[config.mk]
export PLATFORM = sky130hd
export DESIGN_NAME = lpm_power_state
export DESIGN_NICKNAME = d
export VERILOG_FILES = /design/src/verilog/lpm_pkg.sv /design/src/verilog/lpm_burst_addr.sv /design/src/verilog/lpm_power_state.sv
export VERILOG_INCLUDE_DIRS = /design/src /design/src/verilog
export SDC_FILE = /design/constraint.sdc
export NUM_CORES = 1
export LEC_CHECK = 0
export BUFFER_PORTS_ARGS = -buffer_cell sky130_fd_sc_hd__buf_2
export CAP_MARGIN = 10
export CORE_MARGIN = 2
export CORE_UTILIZATION = 46
export CTS_CLUSTER_SIZE = 12
export DETAILED_ROUTE_END_ITERATION = 16
export PLACE_DENSITY = 0.76
export SYNTH_ARGS = -nofsm -noshare
export SYNTH_HDL_FRONTEND = slang
export SYNTH_SLANG_ARGS = --single-unit
[constraint.sdc]
create_clock -name CLOCK -period 2.2 [get_ports CLOCK]
set_input_delay 0.33 -clock CLOCK [delete_from_list [all_inputs] [get_ports CLOCK]]
set_output_delay 0.33 -clock CLOCK [all_outputs]
set_load 0.02 [all_outputs]
[src/verilog/lpm_regs.svh]
`ifndef LPM_REGS_SVH
`define LPM_REGS_SVH
// command codes {cs_n, ras_n, cas_n, we_n}
`define LPM_CMD_NOP 4'h7
`define LPM_CMD_ACT 4'h3
`define LPM_CMD_READ 4'h5
`define LPM_CMD_WRITE 4'h4
`define LPM_CMD_BST 4'h6
`define LPM_CMD_PRE 4'h2
`define LPM_CMD_AREF 4'h1
`define LPM_CMD_LMR 4'h0
// standard mode register fields
`define LPM_MR_BL_LSB 0
`define LPM_MR_BT_BIT 3
`define LPM_MR_CL_LSB 4
`define LPM_MR_OP_LSB 7
`define LPM_MR_RESET 12'h032
// burst size encodings 1..4 = 2,4,8,16
`define LPM_BL_2 3'h1
`define LPM_BL_16 3'h4
`define LPM_CL_2 3'h2
`define LPM_CL_3 3'h3
// apb offsets
`define LPM_ADDR_MODE 8'h00
`define LPM_ADDR_STATE 8'h04
`define LPM_ADDR_BURST 8'h08
`define LPM_ADDR_CTRL 8'h0C
`endif

[src/verilog/lpm_pkg.sv]
package lpm_pkg;
	typedef enum logic [2:0] {
		LPM_S_IDLE = 3'h0,
		LPM_S_ACTIVE = 3'h1,
		LPM_S_APD = 3'h3,
		LPM_S_PPD = 3'h2,
		LPM_S_REFRESH_SLEEP_ENTRY = 3'h6,
		LPM_S_DPD = 3'h7,
		LPM_S_UNINIT = 3'h5
	} lpm_state_t;
endpackage : lpm_pkg

[src/verilog/lpm_burst_addr.sv]
`timescale 1ns/1ps
`include "lpm_regs.svh"
// column offset of beat idx in a burst; wraps inside the aligned block
module lpm_burst_addr (
	input wire logic [3:0] start,
	input wire logic [3:0] idx,
	input wire logic [2:0] bl_code,
	input wire logic interleaved,
	output logic [3:0] col
);
	logic [3:0] mask;
	logic [3:0] seq;
	always_comb begin
		unique case (bl_code)
			3'h1: mask = 4'h1;
			3'h2: mask = 4'h3;
			3'h3: mask = 4'h7;
			default: mask = 4'hF;
		endcase
		seq = 4'(start + idx);
		if (interleaved) begin
			col = (start & ~mask) | ((start ^ idx) & mask);
		end else begin
			col = (start & ~mask) | (seq & mask);
		end
	end
endmodule : lpm_burst_addr

[src/verilog/lpm_power_state.sv]
// Notes on behaviour
// - cke sampled on each rising ck edge; low twice holds the low-power state
// - cke fall with nop: active or precharge power-down by bank state
// - cke fall with burst terminate, banks idle: deep power-down
// - cke fall with auto refresh, banks idle: self refresh
// - after full initialisation any valid command is accepted
// - load mode with both bank bits zero writes standard mode register
// - mode register kept until rewrite, deep power-down or power loss
// - mode reprogramming leaves array contents unchanged
// - burst size 2,4,8,16 for both types, reads and writes
// - upper column bits select aligned block; burst wraps in it
// - burst order from size, type and start column
// - read latency of 2 or 3 cycles to first data
//
// Decided for this implementation: the APB interface to the registers and the address map.
`timescale 1ns/1ps
`include "lpm_regs.svh"
module lpm_power_state #(
	parameter int ROW_W = 13
) (
	input wire logic CLOCK,
	input wire logic RST_N,
	input wire logic CK,
	input wire logic CKE,
	input wire logic CS_N,
	input wire logic RAS_N,
	input wire logic CAS_N,
	input wire logic WE_N,
	input wire logic [1:0] BA,
	input wire logic [ROW_W-1:0] ADDR,
	input wire logic PSEL,
	input wire logic PENABLE,
	input wire logic PWRITE,
	input wire logic [7:0] PADDR,
	input wire logic [31:0] PWDATA,
	output logic [31:0] PRDATA,
	output logic PREADY,
	output logic PSLVERR,
	output lpm_pkg::lpm_state_t STATE,
	output logic READ_VALID,
	output logic WRITE_VALID,
	output logic [3:0] BURST_COL,
	output logic [11:0] MODE_REG
);
	import lpm_pkg::*;

	initial begin
		if (ROW_W < 12 || ROW_W > 16) begin
			$error("ROW_W out of range");
		end
	end

	typedef struct packed {
		logic [1:0] ck_sync;
		logic ck_prev;
		logic [1:0] cke_sync;
		logic [3:0][1:0] cmd_sync;
		logic cke_prev;
		lpm_state_t state;
		logic [11:0] mode;
		logic [3:0] bank_open;
		logic rd_act;
		logic wr_act;
		logic [3:0] beat;
		logic [3:0] start;
		logic [2:0] lat;
		logic [3:0] cmd_q;
		logic [1:0] ba_q;
		logic [ROW_W-1:0] addr_q;
		logic [1:0] aref_cnt;
		logic mr_done;
		logic emr_done;
		logic [31:0] prdata;
		logic pready;
		logic pslverr;
		logic [3:0] col;
		logic init_skip;
	} lpm_st_t;

	lpm_st_t s_q;
	lpm_st_t s_d;
	logic [3:0] col_w;
	logic [1:0] ba_w;

	lpm_burst_addr u_burst (
		.start(s_q.start),
		.idx(s_q.beat),
		.bl_code(s_q.mode[2:0]),
		.interleaved(s_q.mode[`LPM_MR_BT_BIT]),
		.col(col_w)
	);

	function automatic logic [3:0] burst_len(input logic [2:0] code);
		burst_len = 4'((5'h01 << code) - 5'h01);
	endfunction : burst_len

	logic ck_rise;
	logic cke_n;
	logic [3:0] cmd_n;
	logic apb_acc;
	assign ck_rise = s_q.ck_sync[1] & ~s_q.ck_prev;
	assign cke_n = s_q.cke_sync[1];
	assign cmd_n = {s_q.cmd_sync[3][1], s_q.cmd_sync[2][1], s_q.cmd_sync[1][1],
		s_q.cmd_sync[0][1]};
	assign apb_acc = PSEL & PENABLE & ~s_q.pready;

	always_comb begin
		s_d = s_q;
		ba_w = 2'h0;
		s_d.ck_sync = {s_q.ck_sync[0], CK};
		s_d.ck_prev = s_q.ck_sync[1];
		s_d.cke_sync = {s_q.cke_sync[0], CKE};
		s_d.cmd_sync[3] = {s_q.cmd_sync[3][0], CS_N};
		s_d.cmd_sync[2] = {s_q.cmd_sync[2][0], RAS_N};
		s_d.cmd_sync[1] = {s_q.cmd_sync[1][0], CAS_N};
		s_d.cmd_sync[0] = {s_q.cmd_sync[0][0], WE_N};
		s_d.pready = 1'b0;
		s_d.pslverr = 1'b0;
		s_d.col = col_w;
		if (ck_rise) begin
			s_d.cke_prev = cke_n;
			s_d.cmd_q = cmd_n[3] ? `LPM_CMD_NOP : cmd_n;
			unique case ({s_q.cke_prev, cke_n})
				2'b00: begin
					s_d.state = s_q.state;
				end
				2'b01: begin
					if (s_q.state == LPM_S_DPD) begin
						s_d.state = LPM_S_UNINIT;
						s_d.mode = `LPM_MR_RESET;
						s_d.aref_cnt = 2'h0;
						s_d.mr_done = 1'b0;
						s_d.emr_done = 1'b0;
					end else if (s_q.state == LPM_S_APD) begin
						s_d.state = LPM_S_ACTIVE;
					end else if (s_q.state == LPM_S_PPD || s_q.state == LPM_S_REFRESH_SLEEP_ENTRY) begin
						s_d.state = LPM_S_IDLE;
					end
				end
				2'b10: begin
					if (s_q.state == LPM_S_UNINIT) begin
						s_d.state = LPM_S_UNINIT;
					end else if (|s_q.bank_open) begin
						s_d.state = LPM_S_APD;
					end else if (cmd_n == `LPM_CMD_BST) begin
						s_d.state = LPM_S_DPD;
					end else if (cmd_n == `LPM_CMD_AREF) begin
						s_d.state = LPM_S_REFRESH_SLEEP_ENTRY;
					end else begin
						s_d.state = LPM_S_PPD;
					end
					s_d.rd_act = 1'b0;
					s_d.wr_act = 1'b0;
				end
				default: begin
					ba_w = BA;
					s_d.ba_q = ba_w;
					s_d.addr_q = ADDR;
					if (s_q.rd_act || s_q.wr_act) begin
						if (s_q.lat > 3'h0) begin
							s_d.lat = 3'(s_q.lat - 3'h1);
						end else if (s_q.beat == burst_len(s_q.mode[2:0])) begin
							s_d.rd_act = 1'b0;
							s_d.wr_act = 1'b0;
						end else begin
							s_d.beat = 4'(s_q.beat + 4'h1);
						end
					end
					unique case (cmd_n[3] ? `LPM_CMD_NOP : cmd_n)
						`LPM_CMD_ACT: s_d.bank_open[BA] = 1'b1;
						`LPM_CMD_PRE: begin
							if (ADDR[10]) begin
								s_d.bank_open = 4'h0;
							end else begin
								s_d.bank_open[BA] = 1'b0;
							end
						end
						`LPM_CMD_AREF: begin
							if (s_q.aref_cnt != 2'h2) begin
								s_d.aref_cnt = 2'(s_q.aref_cnt + 2'h1);
							end
						end
						`LPM_CMD_LMR: begin
							if (BA == 2'h0) begin
								s_d.mode = ADDR[11:0];
								s_d.mr_done = 1'b1;
							end else if (BA == 2'h2) begin
								s_d.emr_done = 1'b1;
							end
						end
						`LPM_CMD_READ, `LPM_CMD_WRITE: begin
							s_d.rd_act = cmd_n == `LPM_CMD_READ;
							s_d.wr_act = cmd_n == `LPM_CMD_WRITE;
							s_d.beat = 4'h0;
							s_d.start = ADDR[3:0];
							s_d.lat = (cmd_n == `LPM_CMD_READ) ?
								3'(s_q.mode[6:4] - 3'h1) : 3'h0;
						end
						`LPM_CMD_BST: s_d.rd_act = 1'b0;
						default: ;
					endcase
					if (s_q.state == LPM_S_UNINIT) begin
						if ((s_q.aref_cnt == 2'h2 && s_q.mr_done && s_q.emr_done) ||
							s_q.init_skip) begin
							s_d.state = LPM_S_IDLE;
						end
					end else begin
						s_d.state = (|s_d.bank_open) ? LPM_S_ACTIVE : LPM_S_IDLE;
					end
				end
			endcase
		end
		if (apb_acc) begin
			s_d.pready = 1'b1;
			unique case (PADDR)
				`LPM_ADDR_MODE: s_d.prdata = {20'h00000, s_q.mode};
				`LPM_ADDR_STATE: s_d.prdata = {21'h000000, s_q.aref_cnt, s_q.emr_done,
					s_q.mr_done, s_q.bank_open, s_q.state};
				`LPM_ADDR_BURST: s_d.prdata = {26'h0000000, s_q.wr_act, s_q.rd_act,
					s_q.beat};
				`LPM_ADDR_CTRL: begin
					s_d.prdata = {31'h00000000, s_q.init_skip};
					if (PWRITE) begin
						s_d.init_skip = PWDATA[0];
					end
				end
				default: begin
					s_d.prdata = 32'h00000000;
					s_d.pslverr = 1'b1;
				end
			endcase
		end
	end

	always_ff @(posedge CLOCK) begin
		if (!RST_N) begin
			s_q <= '0;
			s_q.state <= LPM_S_UNINIT;
			s_q.mode <= `LPM_MR_RESET;
			s_q.cmd_q <= `LPM_CMD_NOP;
			s_q.cmd_sync <= '1;
		end else begin
			s_q <= s_d;
		end
	end

	assign PRDATA = s_q.prdata;
	assign PREADY = s_q.pready;
	assign PSLVERR = s_q.pslverr;
	assign STATE = s_q.state;
	// no array side effects on mode writes
	assign READ_VALID = s_q.rd_act & (s_q.lat == 3'h0);
	assign WRITE_VALID = s_q.wr_act;
	assign BURST_COL = s_q.col;
	assign MODE_REG = s_q.mode;
endmodule : lpm_power_state

==> impl_metrics.sql, run 1 <==
INSERT INTO impl_metrics (metric_group, metric, value, unit) VALUES
('clocking', 'insertion_delay', '350', 'ps'),
('sta', 'hold_viol_final', '0', ''),
('grt', 'overflow', '0', ''),
('grt', 'global_route.usage.total', '20.1', '%'),
('worst_setup_path', 'timing.critical_path.buf_inv', '4', ''),
('sta', 'clock.fmax', '495', 'MHz'),
('clocking', 'cts.hold.buffers_added', '0', ''),
('worst_setup_path', 'criticalPathCategory', 'flop to flop', ''),
('worst_setup_path', 'worst-r2r-setup-slack', '180', 'ps'),
('run', 'maxCapViolCount', '0', ''),
('run_status', 'status', 'finished, final reports clean', ''),
('floorplanning', 'die_area', '8930', 'sq um'),
('routing', 'via_count', '3218', ''),
('sta', 'post-route-min-period', '2020', 'ps'),
('worst_setup_path', 'critPathMaxStageDelay', '390', 'ps'),
('clocking', 'clock_path_buffers', '2', ''),
('floorplanning', 'i_o_pin_count', '121', ''),
('synthesis', 'yosysWarnings', '0', ''),
('worst_hold_path', 'depth_of_the_worst_hold_timing_path', '2', ''),
('placed_design', 'detailed_place_hpwl', '6420', 'um'),
('finish', 'syn_to_final_growth', '13.3', '%'),
('worst_setup_path', 'worst-endpoint-arrival', '2320', 'ps'),
('power_and_ir_drop', 'share_clk_of_total_power', '44.9', '%'),
('routing', 'first_iter_violations', '299', ''),
('finish', 'finalCoreUtilization', '52.8', '%'),
('worst_hold_path', 'hold_path_class', 'primary input to flop', ''),
('placed_design', 'detailed_place.area', '4010', 'sq um'),
('sta', 'worst_clock_skew', '6.99', 'ps'),
('routing', 'avgRoutedWirePerCell', '14.7', 'um'),
('synthesis', 'cell_area_synth', '3770', 'sq um'),
('sta', 'drv_slew', '0', ''),
('finish', 'finish.net_count', '560', ''),
('worst_setup_path', 'critical_path.startpoint_type', 'flop', ''),
('placed_design', 'routabilityCongestion', '0.984', ''),
('sta', 'hold_ws', '160', 'ps'),
('clocking', 'tritoncts_clock_tree', 'built', ''),
('finish', 'final_cell_count_no_fill', '591', ''),
('worst_setup_path', 'worst-r2r-cell-count', '9', ''),
('power_and_ir_drop', 'cellLeakagePower', '1.84', 'nW'),
('power_and_ir_drop', 'power_switching', '0.649', 'mW'),
('floorplanning', 'floorplan.rows', '33', ''),
('worst_setup_path', 'end_kind', 'flop', ''),
('synthesis', 'synth_cell_types', '64', ''),
('sta', 'worstMarginPinSlew', '557', 'ps'),
('clocking', 'cts.reportedPaths.clkPinSlew', '80', 'ps'),
('worst_setup_path', 'crit_path_top_delay_cell', 'sky130_fd_sc_hd__dfxtp_1', ''),
('synthesis', 'gate_count_post_synth', '431', ''),
('routing', 'drt_drc_violations_left', '0', ''),
('synthesis', 'yosys_register_bits', '69', ''),
('sta', 'setup_violations', '0', ''),
('power_and_ir_drop', 'report.power.total', '2.66', 'mW'),
('floorplanning', 'dieHeight', '94.5', 'um'),
('synthesis', 'synth.largest_area_cell', 'sky130_fd_sc_hd__dfxtp_1', ''),
('power_and_ir_drop', 'ir_drop', '0.000334', 'V'),
('power_and_ir_drop', 'pwr-share-seq', '48.1', '%'),
('routing', 'dr.pass1.iters', '5', ''),
('finish', 'fillerInstances', '744', ''),
('synthesis', 'ys_top_cells_by_area', 'sky130_fd_sc_hd__dfxtp_1 (37%), sky130_fd_sc_hd__buf_4 (10%), sky130_fd_sc_hd__ha_1 (4.0%)', ''),
('finish', 'antenna_cells_inserted', '0', ''),
('synthesis', 'synth_edf_count', '0', ''),
('worst_setup_path', 'timing.critical_path.cells', 'inv_1 > ha_1 > buf_4 > a211oi_2 > nand4_1 > buf_4 > nor3_2 > buf_4 > a22o_1', ''),
('power_and_ir_drop', 'switching_share', '24.4', '%'),
('clocking', 'cts_buf_count', '9', ''),
('placed_design', 'port-buffer-count', '68', ''),
('worst_hold_path', 'min_to', 's_d[100]', ''),
('sta', 'maxSlewHeadroom', '62.8', '%'),
('routing', 'route.antenna.remaining_nets', '0', ''),
('worst_setup_path', 'critPathRequiredTime', '2500', 'ps'),
('sta', 'fin_crit_sh', '91.9', '%'),
('worst_setup_path', 'rr_startpoint', 's_q[94]', ''),
('grt', 'antenna_found_initial', '0', '');
worst register-to-register path: stages, from the launching register on:
cell	delay, ps
sky130_fd_sc_hd__dfxtp_1	390
sky130_fd_sc_hd__inv_1	80
sky130_fd_sc_hd__ha_1	200
sky130_fd_sc_hd__buf_4	170
sky130_fd_sc_hd__a211oi_2	250
sky130_fd_sc_hd__nand4_1	230
sky130_fd_sc_hd__buf_4	210
sky130_fd_sc_hd__nor3_2	100
sky130_fd_sc_hd__buf_4	200
sky130_fd_sc_hd__a22o_1	140
flip-flops by register name, indices dropped and copies added (netlist names):
| signal | count |
|---|---|
| WRITE_VALID | 1 |
| BURST_COL | 4 |
| PSLVERR | 1 |
| s_q | 23 |
| s_d | 7 |
| cke_n | 1 |
| STATE | 3 |
| PREADY | 1 |
| cmd_n | 4 |
| MODE_REG | 12 |
| PRDATA | 12 |
layer usage:
layer	track usage (%)	routed length [um]	vias up
met1	24.6	3680	1494
met4	9.78	198	0
met5	0	0	-
met2	34.0	4200	146
li1	-	-	1553
met3	3.83	613	25
layout make-up:
type	count	area (sq um)	share of cell area (%)
Timing Repair Buffer	91	513	12.0
Clock buffer	10	138	3.22
Multi-Input combinational cell	295	1960	45.8
Clock inverter	6	93.8	2.20
Inverter	15	56.3	1.32
Tap cell	105	131	3.08
Sequential cell	69	1380	32.4
stage by stage:
step                      setup slack, ps  setup TNS, ps
after global placement               87.2              0
final                                 178              0
after CTS                            67.6              0
after global routing                -3.79          -3.79
after detailed placement            -9.22          -28.7
after floorplan                       116              0
worst max-delay path by stage:
stage / cells after the start / from / to / slack, ps
2_1_floorplan: 8 / cke_n / MODE_REG[10] / 120
3_3_place_gp: 7 / s_q[94] / MODE_REG[0] / 90
3_5_place_dp: 7 / s_q[94] / MODE_REG[9] / -9
4_1_cts: 7 / s_q[94] / MODE_REG[0] / 70
5_1_grt: 5 / cmd_n[2] / STATE[0] / -4
6_report: 9 / s_q[94] / MODE_REG[9] / 180
cell families (layout without fill, tap and decap cells):
| logic type | count (synthesis) | count (layout) | synth area share [%] |
|---|---|---|---|
| AO/OA/AOI/OAI | 94 | 94 | 17.5 |
| adder cells (fa/ha/maj) | 13 | 13 | 4.52 |
| XOR/XNOR | 5 | 5 | 1.16 |
| flip-flops | 69 | 69 | 36.7 |
| AND/OR/NAND/NOR | 146 | 146 | 21.3 |
| buffers and inverters | 86 | 122 | 13.9 |
| other | 1 | 20 | 0.0995 |
| multiplexers | 17 | 17 | 4.88 |
layout by cell type (no fill, tap or decap), drive strengths merged, types with 3 or more instances in the layout:
| master | instances |
|---|---|
| buf | 91 |
| dfxtp | 69 |
| nor2 | 39 |
| nand2 | 27 |
| a21oi | 22 |
| conb | 20 |
| inv | 17 |
| mux2i | 15 |
| nand2b | 14 |
| ha | 12 |
| o21ai | 12 |
| nor2b | 10 |
| clkbuf | 10 |
| a22o | 9 |
| a22oi | 9 |
| nor3 | 9 |
| and2 | 8 |
| a2bb2oi | 8 |
| nand3 | 7 |
| a211oi | 7 |
| or3 | 6 |
| nand4 | 5 |
| xnor2 | 5 |
| o22ai | 4 |
| a21o | 3 |
| a31oi | 3 |
| o211ai | 3 |
| or2 | 3 |
| nor4 | 3 |
| nor3b | 3 |
power by group through the flow:
stage | Clock, mW | Sequential [mW] | Combinational [mW]
CTS | 1.21 | 1.28 | 0.182
global route | 1.29 | 1.28 | 0.203
detailed placement | 0 | 1.31 | 0.181
global placement | 0 | 1.31 | 0.177
finish | 1.20 | 1.28 | 0.186
floorplan | 0 | 1.30 | 0.147
repair_timing:
action,in CTS,in global routing
gates resized for setup,1,4
pin swaps,0,1
setup endpoints to repair,4,12
buffers inserted,0,1
No activity file was read; power rests on OpenSTA's default activity.
==> run 2, diff against run 1 <==
--- a/config.mk
+++ b/config.mk
@@ -9,10 +9,11 @@
 export BUFFER_PORTS_ARGS = -buffer_cell sky130_fd_sc_hd__buf_2
 export CAP_MARGIN = 10
 export CORE_MARGIN = 2
-export CORE_UTILIZATION = 46
+export CORE_UTILIZATION = 47
 export CTS_CLUSTER_SIZE = 12
 export DETAILED_ROUTE_END_ITERATION = 16
-export PLACE_DENSITY = 0.76
+export PLACE_DENSITY = 0.77
 export SYNTH_ARGS = -nofsm -noshare
 export SYNTH_HDL_FRONTEND = slang
+export SYNTH_HIERARCHICAL = 1
 export SYNTH_SLANG_ARGS = --single-unit
==> run 2 against run 1 <==
- the flow now finishes with violations (negative setup slack)
- hold slack worse by 1.2 ps
- synthesized cell count is 4.4% higher
- non-clock buffer count is 3 lower
- worst setup slack worse by 270 ps
- total power is 5.2% higher
- design area is 4.1% higher
- combinational power is 27% higher
- critical path depth is 2 lower
- via count is 2.8% higher
- clock skew is 5.5 ps higher
- largest cell class unchanged
- largest power group unchanged
==> impl_metrics.sql, run 2 <==
INSERT INTO impl_metrics (metric_group, metric, value, unit) VALUES
('run_status', 'status', 'finished with violations', ''),
('run_status', 'violated_checks', 'negative setup slack', ''),
('power_and_ir_drop', 'ir_drop', '0.000387', 'V'),
('routing', 'met2WireLength', '4370', 'um'),
('clocking', 'cts.hold.buffers_added', '0', ''),
('routing', 'wl_met3', '769', 'um'),
('clocking', 'cts_buf_count', '9', ''),
('grt', 'global_route.usage.total', '20.2', '%'),
('worst_setup_path', 'crit_path_start', 'MODE_REG[0]', ''),
('sta', 'setup_violations', '2', ''),
('finish', 'finish.net_count', '576', ''),
('routing', 'route.antenna.remaining_nets', '0', ''),
('clocking', 'clock_path_buffers', '2', ''),
('worst_setup_path', 'criticalPathCategory', 'flop to flop', ''),
('finish', 'final_common_cell', 'sky130_fd_sc_hd__buf_2', ''),
('clocking', 'cts.reportedPaths.clkPinSlew', '80', 'ps'),
('clocking', 'tritoncts_clock_tree', 'built', ''),
('synthesis', 'synth_seq_area_share', '35.9', '%'),
('sta', 'post-route-min-period', '2290', 'ps'),
('clocking', 'clock-root-buffer', 'sky130_fd_sc_hd__clkbuf_8', ''),
('synthesis', 'cell_area_synth', '3850', 'sq um'),
('synthesis', 'synth.largest_area_cell', 'sky130_fd_sc_hd__dfxtp_1', ''),
('floorplanning', 'fp.dieW', '94.5', 'um'),
('synthesis', 'yosys.area.top_type_share', '35.9', '%'),
('worst_setup_path', 'critical_path.startpoint_type', 'flop', ''),
('synthesis', 'synth_edf_count', '0', ''),
('clocking', 'cts.sink_count', '69', ''),
('worst_setup_path', 'timing.critical_path.buf_inv', '0', ''),
('routing', 'via_per_inst', '5.46', ''),
('routing', 'avgRoutedWirePerCell', '14.9', 'um'),
('grt', 'antenna_found_initial', '0', ''),
('finish', 'multi_input_area', '2120', 'sq um'),
('sta', 'fin_crit_sh', '104', '%'),
('placed_design', 'detailed_place_hpwl', '6640', 'um'),
('synthesis', 'yosys_register_bits', '69', ''),
('synthesis', 'ys_top_cells_by_area', 'sky130_fd_sc_hd__dfxtp_1 (36%), sky130_fd_sc_hd__buf_4 (9.9%), sky130_fd_sc_hd__nor2_1 (4.5%)', ''),
('grt', 'number_of_global_route_vias_before_repair', '3033', ''),
('worst_hold_path', 'depth_of_the_worst_hold_timing_path', '2', ''),
('sta', 'worstMarginPinSlew', '619', 'ps'),
('sta', 'worst_clock_skew', '12.5', 'ps'),
('finish', 'top_reg_by_flops', 's_q', ''),
('routing', 'highest-signal-layer', 'met4', ''),
('finish', 'drive_above_1_share', '26.3', '%'),
('run', 'maxCapViolCount', '0', ''),
('sta', 'post-route-worst-setup-slack', '-89.0', 'ps'),
('synthesis', 'post_synth_most_frequent_cells', 'sky130_fd_sc_hd__dfxtp_1 (69), sky130_fd_sc_hd__buf_4 (51), sky130_fd_sc_hd__nor2_1 (46), sky130_fd_sc_hd__nand2_1 (28), sky130_fd_sc_hd__a21oi_1 (26)', ''),
('synthesis', 'yosys.cell_count.top_type', 'sky130_fd_sc_hd__dfxtp_1', ''),
('worst_setup_path', 'worst-endpoint-arrival', '2560', 'ps'),
('worst_hold_path', 'holdCritStartpoint', 'CAS_N', ''),
('sta', 'hold_ws', '159', 'ps'),
('sta', 'hold_viol_final', '0', ''),
('worst_hold_path', 'hold_path_class', 'primary input to flop', ''),
('worst_setup_path', 'critical_path_peak_fanout', '5', ''),
('worst_setup_path', 'end_kind', 'flop', ''),
('synthesis', 'postSynth.topFlopCell', 'sky130_fd_sc_hd__dfxtp_1', ''),
('routing', 'first_iter_violations', '213', ''),
('sta', 'clock.fmax', '437', 'MHz'),
('floorplanning', 'floorplan.rows', '33', ''),
('finish', 'syn_to_final_growth', '15.4', '%'),
('sta', 'maxSlewHeadroom', '58.5', '%'),
('worst_setup_path', 'critPathMaxStageDelay', '520', 'ps'),
('routing', 'via_count', '3309', ''),
('worst_setup_path', 'timing.critical_path.cells', 'or3_4 > ha_4 > xor2_4 > a211oi_4 > a31oi_4 > or4b_1 > a31oi_1', ''),
('worst_setup_path', 'worst-r2r-cell-count', '7', ''),
('routing', 'drt_drc_violations_left', '0', ''),
('clocking', 'cts_htree_levels', '3', ''),
('sta', 'grt_setup_unrepaired', 'true', ''),
('floorplanning', 'dieHeight', '94.5', 'um'),
('finish', 'antenna_cells_inserted', '0', ''),
('worst_setup_path', 'crit_path_top_delay_cell', 'sky130_fd_sc_hd__or4b_1', ''),
('power_and_ir_drop', 'power_per_cell_area', '629', 'nW/um^2'),
('placed_design', 'routabilityCongestion', '0.939', ''),
('finish', 'fillerInstances', '749', ''),
('floorplanning', 'i_o_pin_count', '121', ''),
('routing', 'met1_length', '3680', 'um'),
('power_and_ir_drop', 'cellLeakagePower', '1.92', 'nW'),
('finish', 'ff_latch_area', '1380', 'sq um'),
('routing', 'dr.pass1.iters', '5', ''),
('floorplanning', 'core', '8090', 'sq um'),
('floorplanning', 'die_area', '8930', 'sq um'),
('grt', 'grt_pass1_wl', '13900', 'um'),
('finish', 'mostFrequentLayoutCells', 'sky130_fd_sc_hd__buf_2 (68), sky130_fd_sc_hd__dfxtp_1 (67), sky130_fd_sc_hd__nor2_1 (45), sky130_fd_sc_hd__nand2_1 (27), sky130_fd_sc_hd__a21oi_1 (26)', ''),
('power_and_ir_drop', 'report.power.total', '2.80', 'mW'),
('worst_setup_path', 'critical-path-top-delay-family', 'simple AND/OR/NAND/NOR gates', ''),
('worst_setup_path', 'rr_startpoint', 'MODE_REG[0]', ''),
('worst_setup_path', 'path_depth', '7', ''),
('routing', 'drt_wl_total', '9050', 'um'),
('clocking', 'insertion_delay', '350', 'ps'),
('sta', 'drv_slew', '0', ''),
('synthesis', 'syn-mean-instance-area', '8.56', 'sq um'),
('synthesis', 'gate_count_post_synth', '450', ''),
('worst_setup_path', 'critPathRequiredTime', '2470', 'ps'),
('synthesis', 'yosysWarnings', '6', ''),
('grt', 'maximum_number_of_pins_on_one_net_before_global_route_repair', '23', ''),
('synthesis', 'ys_async_sr_fraction', '0', '%'),
('floorplanning', 'floorplan.initialDensity', '47.6', '%'),
('grt', 'overflow', '0', ''),
('synthesis', 'synth_cell_types', '65', ''),
('finish', 'largest_register_ffs', '23', ''),
('placed_design', 'port-buffer-count', '68', '');
## run 2: cell count changes after synthesis, sizes merged, moves of 4 or more
cell / change
a21oi: +4
buf: -7
clkbuf: +8
nor2: +7
nor2b: -5
o21ai: +11
or3: -4
## run 2: worst paths after layout
| path | slack, ps | end |
|---|---|---|
| hold / removal | 160 | s_d[98] |
| setup / recovery | -90 | s_q[72] |
| hold reg to reg | 410 | cmd_n[2] |
| setup reg to reg | -90 | s_q[72] |
## run 2: layout make-up
cell class,count,share of cell area [%]
Clock inverter,5,2.42
Tap cell,105,2.96
Multi-Input combinational cell,311,47.7
Sequential cell,69,31.1
Clock buffer,11,3.18
Inverter,17,1.44
Timing Repair Buffer,88,11.1
## run 2: kinds of logic after synthesis
family	share of synthesized area [%]
buffers and inverters	13.7
xor gates and xnor gates	1.59
other	0.0974
DFF	35.9
and+or+nand+nor	21.5
muxes	5.04
AOI/OAI and AO/OA	17.4
adders and majority gates	4.75
## run 2: repair_timing
action                     CTS  global route
setup buffers                0             1
setup endpoints to repair    6            16
resized for setup            0            16
pin swaps                    1             3
## run 2: worst reg2reg max path: stages, from the launching register on
cell and delay (ps):
sky130_fd_sc_hd__dfxtp_1 320, sky130_fd_sc_hd__or3_4 390, sky130_fd_sc_hd__ha_4 240, sky130_fd_sc_hd__xor2_4 170, sky130_fd_sc_hd__a211oi_4 330, sky130_fd_sc_hd__a31oi_4 70
sky130_fd_sc_hd__or4b_1 520, sky130_fd_sc_hd__a31oi_1 170
## run 2: through the flow
| step | TNS (ps) | area, sq um | util (%) | setup WS, ps | cells |
|---|---|---|---|---|---|
| after floorplan | -19.2 | 3940 | - | -19.2 | 469 |
| after global placement | -11.0 | 4090 | 50.5 | -11.0 | 589 |
| after detailed placement | -146 | 4090 | 50.5 | -37.4 | 589 |
| after CTS | -244 | 4340 | 53.6 | -54.9 | 605 |
| after global routing | -327 | 4440 | 54.9 | -153 | 606 |
| final | -128 | 4440 | 54.9 | -89.0 | 606 |
## run 2: per-layer routing
layer,vias up,global-route usage [%]
met5,-,0
met4,0,9.30
met3,19,4.47
met2,152,33.9
met1,1544,24.6
li1,1594,-
## run 2: power breakdown
| group | total, mW | internal, mW | switching (mW) |
|---|---|---|---|
| Combinational | 0.236 | 0.0898 | 0.146 |
| Sequential | 1.28 | 1.27 | 0.0164 |
| Clock | 1.28 | 0.788 | 0.490 |
